<file path="src/shared/sio_pkg.sv">
/*
 Constants for the supervised input and relay override block.
 Assumes a 125 MHz system clock and an AXI4-Lite master for software.
*/
// Functional notes
// RULE1: Three supervised inputs, classified independently
// RULE2: Closed type, half value reads contact closed
// RULE3: Closed type, full value reads contact open
// RULE4: Closed type, short or open is violation
// RULE5: Open type, full value reads closed
// RULE6: Open type, half value reads open
// RULE7: Open type, short or cut is violation
// RULE8: Tolerance bands; between bands is violation
// RULE9: Two relays; ON command energizes relay
// RULE10: Polarity bit inverts command to relay
// RULE11: Override ON forces relay energized
// RULE12: Override OFF forces relay de-energized
// RULE13: Override auto follows program command
// RULE14: Disabled output keeps relay de-energized
// RULE15: Override position readable by software
// RULE16: Report only on input change, plus polls
// RULE17: Activity LED on transmit, flash on poll
// RULE18: Manual LED when any override not auto
// RULE19: Status LED off, on or fast-flash on fault
// RULE20: Status LED lit on controller command
// RULE21: Output LED lit while relay energized
// RULE22: Power and reader-supply LEDs follow supplies
// RULE23: Commission button registers module address
// RULE24: Reset button restarts, keeps configuration
package sio_pkg;
  localparam int NCH = 3;
  localparam int NOUT = 2;
  localparam int RW = 16;
  localparam logic [7:0] ADDR_INPUT_CFG = 8'h00;
  localparam logic [7:0] ADDR_INPUT_STAT = 8'h04;
  localparam logic [7:0] ADDR_OUT_CTRL = 8'h08;
  localparam logic [7:0] ADDR_OUT_STAT = 8'h0C;
  localparam logic [7:0] ADDR_EVENT = 8'h10;
  localparam logic [7:0] ADDR_LED_CTRL = 8'h14;
  localparam logic [7:0] ADDR_TOL = 8'h18;
  localparam logic [7:0] ADDR_SINGLE_R = 8'h1C;
  localparam logic [15:0] SINGLE_R_RESET = 16'h2710;
  localparam logic [15:0] TOL_RESET = 16'h01F4;
  localparam logic [15:0] SHORT_LIMIT = 16'h0064;
  localparam logic [15:0] OPEN_LIMIT = 16'hFFF0;
  localparam int FLASH_NS = 50000000;
  localparam int CLK_NS = 8;
  localparam int FLASH_CYC = FLASH_NS / CLK_NS;
  localparam int TX_NS = 20000000;
  localparam int TX_CYC = TX_NS / CLK_NS;
  localparam logic [1:0] OVR_AUTO = 2'h0;
  localparam logic [1:0] OVR_ON = 2'h1;
  localparam logic [1:0] OVR_OFF = 2'h2;
  typedef enum logic [1:0] {
    ST_NORMAL = 2'b00,
    ST_OPEN = 2'b01,
    ST_VIOL = 2'b10
  } input_state_t;
endpackage : sio_pkg

</file>
<file path="src/hw/sio_core.sv">
/*
 Supervised input classifier, relay override control and front-panel LEDs.
 Resistance readings come from an external converter, already in ohms.
 Switches and buttons are asynchronous and are synchronised here.
*/
// Local design decisions: the AXI4-Lite slave port and the register offsets.
`timescale 1ns/1ps
module sio_core import sio_pkg::*; #(
  parameter int FLASH_CYCLES = FLASH_CYC,
  parameter int TX_CYCLES = TX_CYC
) (
  input wire logic aclk,
  input wire logic aresetn,
  input wire logic [NCH*RW-1:0] ohms,
  input wire logic [NOUT*2-1:0] ovr_sw,
  input wire logic poll_strobe,
  input wire logic commission_btn,
  input wire logic reset_btn,
  input wire logic bus_power_ok,
  input wire logic reader_power_ok,
  input wire logic module_fault,
  input wire logic [7:0] awaddr,
  input wire logic awvalid,
  output logic awready,
  input wire logic [31:0] wdata,
  input wire logic [3:0] wstrb,
  input wire logic wvalid,
  output logic wready,
  output logic [1:0] bresp,
  output logic bvalid,
  input wire logic bready,
  input wire logic [7:0] araddr,
  input wire logic arvalid,
  output logic arready,
  output logic [31:0] rdata,
  output logic [1:0] rresp,
  output logic rvalid,
  input wire logic rready,
  output logic [NOUT-1:0] relay,
  output logic [NOUT-1:0] out_led,
  output logic bus_activity_led,
  output logic manual_led,
  output logic status_led,
  output logic power_led,
  output logic reader_led,
  output logic change_irq,
  output logic commission_req
);
  // Reset button restarts logic; config registers survive it
  logic [2:0] rb_sync_reg;
  wire logic soft_rst = rb_sync_reg[2]; // see RULE24
  wire logic run_n = aresetn & ~soft_rst;

  function automatic logic [15:0] absdiff(input logic [15:0] a,
                                          input logic [15:0] b);
    absdiff = (a > b) ? a - b : b - a;
  endfunction : absdiff

  function automatic input_state_t classify(input logic [15:0] r,
      input logic kind, input logic [15:0] one, input logic [15:0] tol);
    logic [15:0] half;
    half = {1'b0, one[15:1]};
    if (r < SHORT_LIMIT || r > OPEN_LIMIT) begin
      classify = ST_VIOL; // see RULE4 see RULE7
    end else if (absdiff(r, half) <= tol) begin
      classify = kind ? ST_OPEN : ST_NORMAL; // see RULE2 see RULE6
    end else if (absdiff(r, one) <= tol) begin
      classify = kind ? ST_NORMAL : ST_OPEN; // see RULE3 see RULE5
    end else begin
      classify = ST_VIOL; // see RULE8
    end
  endfunction : classify

  // Configuration, kept across the reset button
  logic [NCH-1:0] kind_reg;
  logic [NOUT-1:0] cmd_reg, pol_reg, dis_reg;
  logic locate_reg;
  logic [15:0] tol_reg, single_r_reg;

  // Synchronisers
  logic [NOUT*2-1:0] sw_s1_reg, sw_s2_reg;
  logic [3:0] pin_s1_reg, pin_s2_reg;
  logic cb_s1_reg, cb_s2_reg, cb_d_reg, rb_s1_reg;
  always_ff @(posedge aclk) begin
    if (!aresetn) begin
      sw_s1_reg <= '0;
      sw_s2_reg <= '0;
      pin_s1_reg <= 4'h0;
      pin_s2_reg <= 4'h0;
      cb_s1_reg <= 1'b0;
      cb_s2_reg <= 1'b0;
      cb_d_reg <= 1'b0;
      rb_s1_reg <= 1'b0;
      rb_sync_reg <= 3'h0;
    end else begin
      sw_s1_reg <= ovr_sw;
      sw_s2_reg <= sw_s1_reg;
      pin_s1_reg <= {bus_power_ok, reader_power_ok, module_fault,
                     poll_strobe};
      pin_s2_reg <= pin_s1_reg;
      cb_s1_reg <= commission_btn;
      cb_s2_reg <= cb_s1_reg;
      cb_d_reg <= cb_s2_reg;
      rb_s1_reg <= reset_btn;
      rb_sync_reg <= {rb_sync_reg[1], rb_sync_reg[0], rb_s1_reg};
    end
  end

  // Input classification, one classifier per channel
  input_state_t st_now [NCH];
  logic [2*NCH-1:0] st_flat, st_reg;
  genvar g;
  generate
    for (g = 0; g < NCH; g++) begin : g_ch
      assign st_now[g] = classify(ohms[g*RW +: RW], kind_reg[g],
                                  single_r_reg, tol_reg); // see RULE1
      assign st_flat[2*g +: 2] = st_now[g];
    end
  endgenerate

  // Event reporting only on change
  wire logic changed = (st_flat != st_reg); // see RULE16
  logic poll_d_reg;
  wire logic poll_rise = pin_s2_reg[0] & ~poll_d_reg;
  logic [NCH-1:0] ev_reg;
  // Software clear strobes, decoded with the bus logic below
  logic [NCH-1:0] ev_clr;
  logic [31:0] tx_cnt_reg, fl_cnt_reg;
  logic flash_reg, poll_flash_reg;

  // Relay drive: override wins, disable beats everything
  logic [NOUT-1:0] relay_next, manual_any;
  always_comb begin
    relay_next = '0;
    manual_any = '0;
    for (int i = 0; i < NOUT; i++) begin
      manual_any[i] = (sw_s2_reg[2*i +: 2] != OVR_AUTO); // see RULE18
      if (dis_reg[i]) begin
        relay_next[i] = 1'b0; // see RULE14
      end else if (sw_s2_reg[2*i +: 2] == OVR_ON) begin
        relay_next[i] = 1'b1; // see RULE11
      end else if (sw_s2_reg[2*i +: 2] == OVR_OFF) begin
        relay_next[i] = 1'b0; // see RULE12
      end else begin
        relay_next[i] = cmd_reg[i] ^ pol_reg[i]; // see RULE9 see RULE10 see RULE13
      end
    end
  end

  always_ff @(posedge aclk) begin
    if (!run_n) begin
      st_reg <= {NCH{ST_NORMAL}};
      ev_reg <= '0;
      poll_d_reg <= 1'b0;
      tx_cnt_reg <= 32'h0;
      fl_cnt_reg <= 32'h0;
      flash_reg <= 1'b0;
      poll_flash_reg <= 1'b0;
      relay <= '0;
      out_led <= '0;
      bus_activity_led <= 1'b0;
      manual_led <= 1'b0;
      status_led <= 1'b0;
      power_led <= 1'b0;
      reader_led <= 1'b0;
      change_irq <= 1'b0;
      commission_req <= 1'b0;
    end else begin
      st_reg <= st_flat;
      poll_d_reg <= pin_s2_reg[0];
      for (int i = 0; i < NCH; i++) begin
        if (st_flat[2*i +: 2] != st_reg[2*i +: 2]) begin
          ev_reg[i] <= 1'b1; // Set wins over software clear
        end else if (ev_clr[i]) begin
          ev_reg[i] <= 1'b0;
        end
      end
      change_irq <= changed; // see RULE16
      if (changed) begin
        tx_cnt_reg <= TX_CYCLES; // see RULE17
      end else if (tx_cnt_reg != 32'h0) begin
        tx_cnt_reg <= tx_cnt_reg - 32'h1;
      end
      if (fl_cnt_reg >= FLASH_CYCLES - 1) begin
        fl_cnt_reg <= 32'h0;
        flash_reg <= ~flash_reg;
      end else begin
        fl_cnt_reg <= fl_cnt_reg + 32'h1;
      end
      if (poll_rise) begin
        poll_flash_reg <= 1'b1;
      end else if (fl_cnt_reg == 32'h0 && flash_reg) begin
        poll_flash_reg <= 1'b0;
      end
      bus_activity_led <= (tx_cnt_reg != 32'h0) | changed
                          | poll_flash_reg; // see RULE17
      relay <= relay_next;
      out_led <= relay_next; // see RULE21
      manual_led <= |manual_any; // see RULE18
      status_led <= locate_reg | (pin_s2_reg[1] & flash_reg); // see RULE19 see RULE20
      power_led <= pin_s2_reg[3]; // see RULE22
      reader_led <= pin_s2_reg[2]; // see RULE22
      commission_req <= cb_s2_reg & ~cb_d_reg; // see RULE23
    end
  end

  // AXI4-Lite slave; one write and one read in flight
  logic aw_ok_reg, w_ok_reg;
  logic [7:0] aw_addr_reg;
  logic [31:0] w_data_reg;
  logic [3:0] w_strb_reg;
  wire logic do_write = aw_ok_reg & w_ok_reg & ~bvalid;
  assign ev_clr = (do_write && aw_addr_reg == ADDR_EVENT &&
                   w_strb_reg[0]) ? w_data_reg[NCH-1:0] : '0;
  wire logic hit_w = (aw_addr_reg == ADDR_INPUT_CFG) ||
                     (aw_addr_reg == ADDR_OUT_CTRL) ||
                     (aw_addr_reg == ADDR_EVENT) ||
                     (aw_addr_reg == ADDR_LED_CTRL) ||
                     (aw_addr_reg == ADDR_TOL) ||
                     (aw_addr_reg == ADDR_SINGLE_R);
  logic [31:0] rd_mux;
  logic rd_hit;
  always_comb begin
    rd_mux = 32'h0;
    rd_hit = 1'b1;
    case (araddr)
      ADDR_INPUT_CFG: rd_mux = {29'h0, kind_reg};
      ADDR_INPUT_STAT: rd_mux = {26'h0, st_reg};
      ADDR_OUT_CTRL: rd_mux = {26'h0, dis_reg, pol_reg, cmd_reg};
      ADDR_OUT_STAT: rd_mux = {26'h0, relay, sw_s2_reg}; // see RULE15
      ADDR_EVENT: rd_mux = {29'h0, ev_reg};
      ADDR_LED_CTRL: rd_mux = {31'h0, locate_reg};
      ADDR_TOL: rd_mux = {16'h0, tol_reg};
      ADDR_SINGLE_R: rd_mux = {16'h0, single_r_reg};
      default: rd_hit = 1'b0;
    endcase
  end

  always_ff @(posedge aclk) begin
    if (!aresetn) begin
      kind_reg <= '0;
      cmd_reg <= '0;
      pol_reg <= '0;
      dis_reg <= '0;
      locate_reg <= 1'b0;
      tol_reg <= TOL_RESET;
      single_r_reg <= SINGLE_R_RESET;
    end else if (do_write && w_strb_reg[0]) begin
      case (aw_addr_reg)
        ADDR_INPUT_CFG: kind_reg <= w_data_reg[NCH-1:0];
        ADDR_OUT_CTRL: begin
          cmd_reg <= w_data_reg[1:0];
          pol_reg <= w_data_reg[3:2];
          dis_reg <= w_data_reg[5:4];
        end
        ADDR_LED_CTRL: locate_reg <= w_data_reg[0];
        ADDR_TOL: tol_reg <= w_data_reg[15:0];
        ADDR_SINGLE_R: single_r_reg <= w_data_reg[15:0];
        default: ;
      endcase
    end
  end

  always_ff @(posedge aclk) begin
    if (!aresetn) begin
      aw_ok_reg <= 1'b0;
      w_ok_reg <= 1'b0;
      aw_addr_reg <= 8'h00;
      w_data_reg <= 32'h0;
      w_strb_reg <= 4'h0;
      awready <= 1'b0;
      wready <= 1'b0;
      bvalid <= 1'b0;
      bresp <= 2'h0;
      arready <= 1'b0;
      rvalid <= 1'b0;
      rdata <= 32'h0;
      rresp <= 2'h0;
    end else begin
      awready <= ~aw_ok_reg & ~awready & awvalid;
      wready <= ~w_ok_reg & ~wready & wvalid;
      if (awvalid && awready) begin
        aw_ok_reg <= 1'b1;
        aw_addr_reg <= {awaddr[7:2], 2'h0};
      end
      if (wvalid && wready) begin
        w_ok_reg <= 1'b1;
        w_data_reg <= wdata;
        w_strb_reg <= wstrb;
      end
      if (do_write) begin
        bvalid <= 1'b1;
        bresp <= hit_w ? 2'h0 : 2'h2;
        aw_ok_reg <= 1'b0;
        w_ok_reg <= 1'b0;
      end else if (bvalid && bready) begin
        bvalid <= 1'b0;
      end
      arready <= ~arready & ~rvalid & arvalid;
      if (arvalid && arready) begin
        rvalid <= 1'b1;
        rdata <= rd_mux;
        rresp <= rd_hit ? 2'h0 : 2'h2;
      end else if (rvalid && rready) begin
        rvalid <= 1'b0;
      end
    end
  end

  AST_DISABLE_OFF: assert property (@(posedge aclk) disable iff (!run_n)
    dis_reg[0] |=> !relay[0]) // see RULE14
    else $error("Disabled relay energized");
  AST_OVR_ON: assert property (@(posedge aclk) disable iff (!run_n)
    (sw_s2_reg[1:0] == OVR_ON && !dis_reg[0]) |=> relay[0]) // see RULE11
    else $error("Override ON ignored");
  AST_OVR_OFF: assert property (@(posedge aclk) disable iff (!run_n)
    (sw_s2_reg[3:2] == OVR_OFF) |=> !relay[1]) // see RULE12
    else $error("Override OFF ignored");
  AST_AUTO: assert property (@(posedge aclk) disable iff (!run_n)
    (sw_s2_reg[1:0] == OVR_AUTO && !dis_reg[0])
      |=> relay[0] == ($past(cmd_reg[0]) ^ $past(pol_reg[0]))) // see RULE13
    else $error("Auto relay not from command");
  AST_LED_FOLLOW: assert property (@(posedge aclk) disable iff (!run_n)
    out_led == relay) // see RULE21
    else $error("Output LED mismatch");
  AST_MANUAL: assert property (@(posedge aclk) disable iff (!run_n)
    (sw_s2_reg != '0) |=> manual_led) // see RULE18
    else $error("Manual LED not lit");
  AST_CHANGE: assert property (@(posedge aclk) disable iff (!run_n)
    change_irq |-> $past(st_flat) != $past(st_reg)) // see RULE16
    else $error("Report without change");
  AST_LOCATE: assert property (@(posedge aclk) disable iff (!run_n)
    locate_reg |=> status_led) // see RULE20
    else $error("Locate LED off");
  AST_ACT: assert property (@(posedge aclk) disable iff (!run_n)
    changed |=> bus_activity_led [*2]) // see RULE17
    else $error("Activity LED not lit");
endmodule : sio_core

</file>
<file path="config.mk">
export PLATFORM = sky130hd
export DESIGN_NAME = sio_core
export DESIGN_NICKNAME = d
export VERILOG_FILES = /design/src/shared/sio_pkg.sv /design/src/hw/sio_core.sv
export SDC_FILE = /design/constraint.sdc
export NUM_CORES = 1
export LEC_CHECK = 0
export BUFFER_PORTS_ARGS = -buffer_cell sky130_fd_sc_hd__buf_2
export CAP_MARGIN = 30
export CORE_ASPECT_RATIO = 0.5
export CORE_MARGIN = 4
export CORE_UTILIZATION = 41
export CTS_CLUSTER_SIZE = 28
export DETAILED_ROUTE_END_ITERATION = 16
export PLACE_DENSITY = 0.72
export SYNTH_ARGS = -nofsm -noshare
export SYNTH_HDL_FRONTEND = slang
export SYNTH_SLANG_ARGS = --single-unit
</file>
<file path="constraint.sdc">
create_clock -name aclk -period 5.9 [get_ports aclk]
set_input_delay 1.18 -clock aclk [delete_from_list [all_inputs] [get_ports aclk]]
set_output_delay 1.18 -clock aclk [all_outputs]
set_load 0.05 [all_outputs]
</file>
==> metrics.md <==
| Metric | Value |
|---|---|
| CP required | `approximately 6.3 ns` |
| CTS Hold Bufs | `0` |
| FP Rows | `55` |
| Initial drt markers | `1,808` |
| Clock power frac | `0.296` |
| Fin cells | `approximately 3,500` |
| Cell-internal power | `about 2600 uW` |
| Top post-synthesis cells by area | `dfxtp_1 (21%), ha_1 (19%), a21oi_1 (5.5%), nand2_1 (4.5%), a21o_1 (4.1%)` |
| Worst-path clk slew | `0.07 ns` |
| Nets | `3,303` |
| Fin Setup TNS | `-6.81 ns` |
| Register area share after synthesis | `0.211` |
| Synth top cells by count | `ha_1 (282), nand2_1 (227), a21oi_1 (205), dfxtp_1 (198), nor2_1 (143)` |
| Cell taking the most area after synthesis | `dfxtp_1` |
| Die width | `311 um` |
| Core footprint | `approximately 45,000 um2` |
| Io pins | `roughly 170` |
| CP Capture Type | `flip-flop` |
| Post-Syn Instances | `between 2,000 and 2,500` |
| Drt first pass iters | `6` |
| Fin crit period | `6.17 ns` |
| All-Layer GR Usage | `0.261` |
| Worst hold slack | `~0.40 ns` |
| Hpwl dp | `54,200 um` |
| RD Place Congestion | `0.983` |
| Clk_lat worst skew | `0.43 ns` |
| Count leader, synth | `ha_1` |
| Max clock buf depth | `2` |
| Peak VDD IR | `between 100 and 150 uV` |
| Sw frac | `0.338` |
| Routed WL per cell | `19.4 um` |
| Psw | `between 1000 and 1500 uW` |
| Logic pwr share | `0.343` |
| Fin util | `0.538` |
| Yosys warns | `0` |
| Worst Slack Setup Final | `-0.266 ns` |
| Post-synth EDFFs | `0` |
| Antenna cells | `0` |
| Hold Vio Cnt, Final | `0` |
| Cells after DPL | `3,451` |
| Die H | `159 um` |
| First-pass GRT wire length | `around 100,000 um` |
| CP max FO | `7` |
| Post-Route WL | `67,900 um` |
| Post-Syn Area | `18,800 um2` |
| Depth of the CTS H-tree | `4` |
| Residual DRC count | `0` |
| Actual slew at the worst max-slew pin | `between 0.8 and 0.9 ns` |
| Pwr Density | `~160 nW/um2` |
| Worst setup SP type | `input pin` |
| Clk sinks | `198` |
| Port Buf Inserts | `129` |
| Status | `finished with violations` |
| Asr flop ratio synth | `0` |
| CTS Buf Count | `17` |
| Max Clk Rate | `162 MHz` |
| Post-route ant nets | `0` |
| Setup Skew | `0.0152 ns` |
| Largest net degree at the start of global routing | `99` |
| Leak pwr | `0.0114 uW` |
| Gr ovfl total | `0` |
| Initial core utilization | `0.415` |
| Final worst-path cycle share | `1.05` |
| Top-area cell type share of the netlist area | `0.211` |
| Post-DR vias/cell | `~5.6` |
| Flop pwr share | `0.360` |
| Top_reg_cell synth | `dfxtp_1` |
| RSZ-0062 raised after global routing | `true` |
| # Max-Cap Violations | `0` |
| Vias in the first global route | `19,100` |
| Antenna violations before repair | `1` |
| Critical path arrival | `6.53 ns` |
| CTS tree | `built` |
| Post-Place Setup Slack | `-0.987 ns` |
| Library cells used by synthesis | `72` |
| Area Overhead vs Synth | `29.5%` |
| Hold Crit Class | `flip-flop to flip-flop` |
| Synthesized area per cell | `between 7 and 8 um2` |
| Yosys reg bits | `198` |
| Share of cells above drive strength 1 | `0.253` |
| Rel. slew slack | `0.418` |
| Die area | `49,500 um2` |
| Failing checks | `setup timing` |
| Final setup violation count | `34` |
| Slew Viols, Final | `0` |
| Kind of critical path | `input pin to flip-flop` |
| Vias post-DR | `~20,000` |
| Clock root buffer | `clkbuf_16` |
[worst paths after layout]
path / from / endpoint / slack [ns] / cells past startpoint
min: cb_d_reg / commission_req / 0.40 / 1
min reg2reg: cb_d_reg / commission_req / 0.40 / 1
max: ohms[32] / tx_cnt_reg[23] / -0.27 / 26
max reg2reg: single_r_reg[1] / tx_cnt_reg[23] / -0.01 / 26
[cell families (layout without fill, tap and decap cells)]
kind of cell / count (synthesis) / count (layout) / share of synthesized area
mux: 88 / 88 / 0.0489
simple gates: 743 / 743 / 0.194
fa+ha+maj: 294 / 294 / 0.201
flops: 198 / 198 / 0.211
xor+xnor: 141 / 141 / 0.0658
compound gates: 641 / 641 / 0.221
other cells: 1 / 27 / 0.000200
buf+inv: 257 / 773 / 0.0579
[critical path: stages]
cell	delay [ns]
buf_8	0.11
inv_4	0.05
buf_6	0.09
ha_4	0.12
inv_2	0.04
fa_2	0.33
a21o_1	0.17
a21o_1	0.20
a221oi_2	0.26
a31oi_1	0.15
o21a_1	0.23
o31ai_4	0.32
buf_6	0.18
mux2_4	0.32
o22ai_2	0.10
xnor2_1	0.08
ha_1	0.30
nand4_1	0.20
a2111o_1	0.40
o211ai_1	0.17
buf_4	0.18
a41oi_2	0.09
or3_4	0.40
a2111o_2	0.56
buf_6	0.18
nor2_2	0.10
[layout by cell type, fill, tap and decap left out, types with 13 or more instances in the layout]
cell,count
a221oi_1,13
nand2_1,227
conb_1,27
nor3_1,45
ha_1,280
xnor2_1,79
a21oi_1,196
o21bai_1,20
mux2i_1,64
o211ai_1,28
and3_1,15
clkbuf_16,17
nand3_1,61
dfxtp_1,198
xor2_1,62
a21boi_0,51
nor2_1,135
nand4_1,58
a31oi_1,14
o21ai_0,95
mux2_2,19
a211oi_1,18
nand2b_1,17
buf_2,128
inv_1,130
buf_4,466
a21o_1,103
and2_1,45
nor4_1,31
nor2b_1,47
[metal layers]
| layer | up-vias | GRT usage | wire (um) |
|---|---|---|---|
| met1 | 9349 | 0.342 | 29400 |
| met5 | - | 0 | 15 |
| met3 | 151 | 0.0388 | 5060 |
| met2 | 731 | 0.432 | 30600 |
| met4 | 2 | 0.106 | 2930 |
| li1 | 9476 | - | - |
[metrics by stage]
step                cell area, um2  power (uW)
floorplan                    19000        2200
global placement             23200        2660
detailed placement           23200        2690
CTS                          24100        3870
global route                 24300        4110
finish                       24300        3920
[repair_timing]
item / 4_1_cts / 5_1_grt
endpoints found under the hold margin: 0 / 0
buffers inserted: 10 / 8
setup endpoints to repair: 35 / 37
pin swaps: 29 / 23
resized for setup: 45 / 33
gates cloned: 1 / 1
[final cells by class]
type                            instances  area (um2)
Sequential cell                       198        3960
Clock buffer                           19         453
Clock inverter                         13         151
Tap cell                              598         748
Fill cell                            4099       20900
Inverter                              133         502
Multi-Input combinational cell       1934       14200
Timing Repair Buffer                  608        4330
[power by group through the flow]
stage / combinational [uW] / sequential, uW / clock [uW]
after detailed placement: 1250 / 1440 / 0
after global routing: 1470 / 1420 / 1230
final: 1350 / 1410 / 1160
after global placement: 1220 / 1440 / 0
after CTS: 1300 / 1410 / 1170
after floorplan: 751 / 1450 / 0
(Power assumes the default switching activity.)
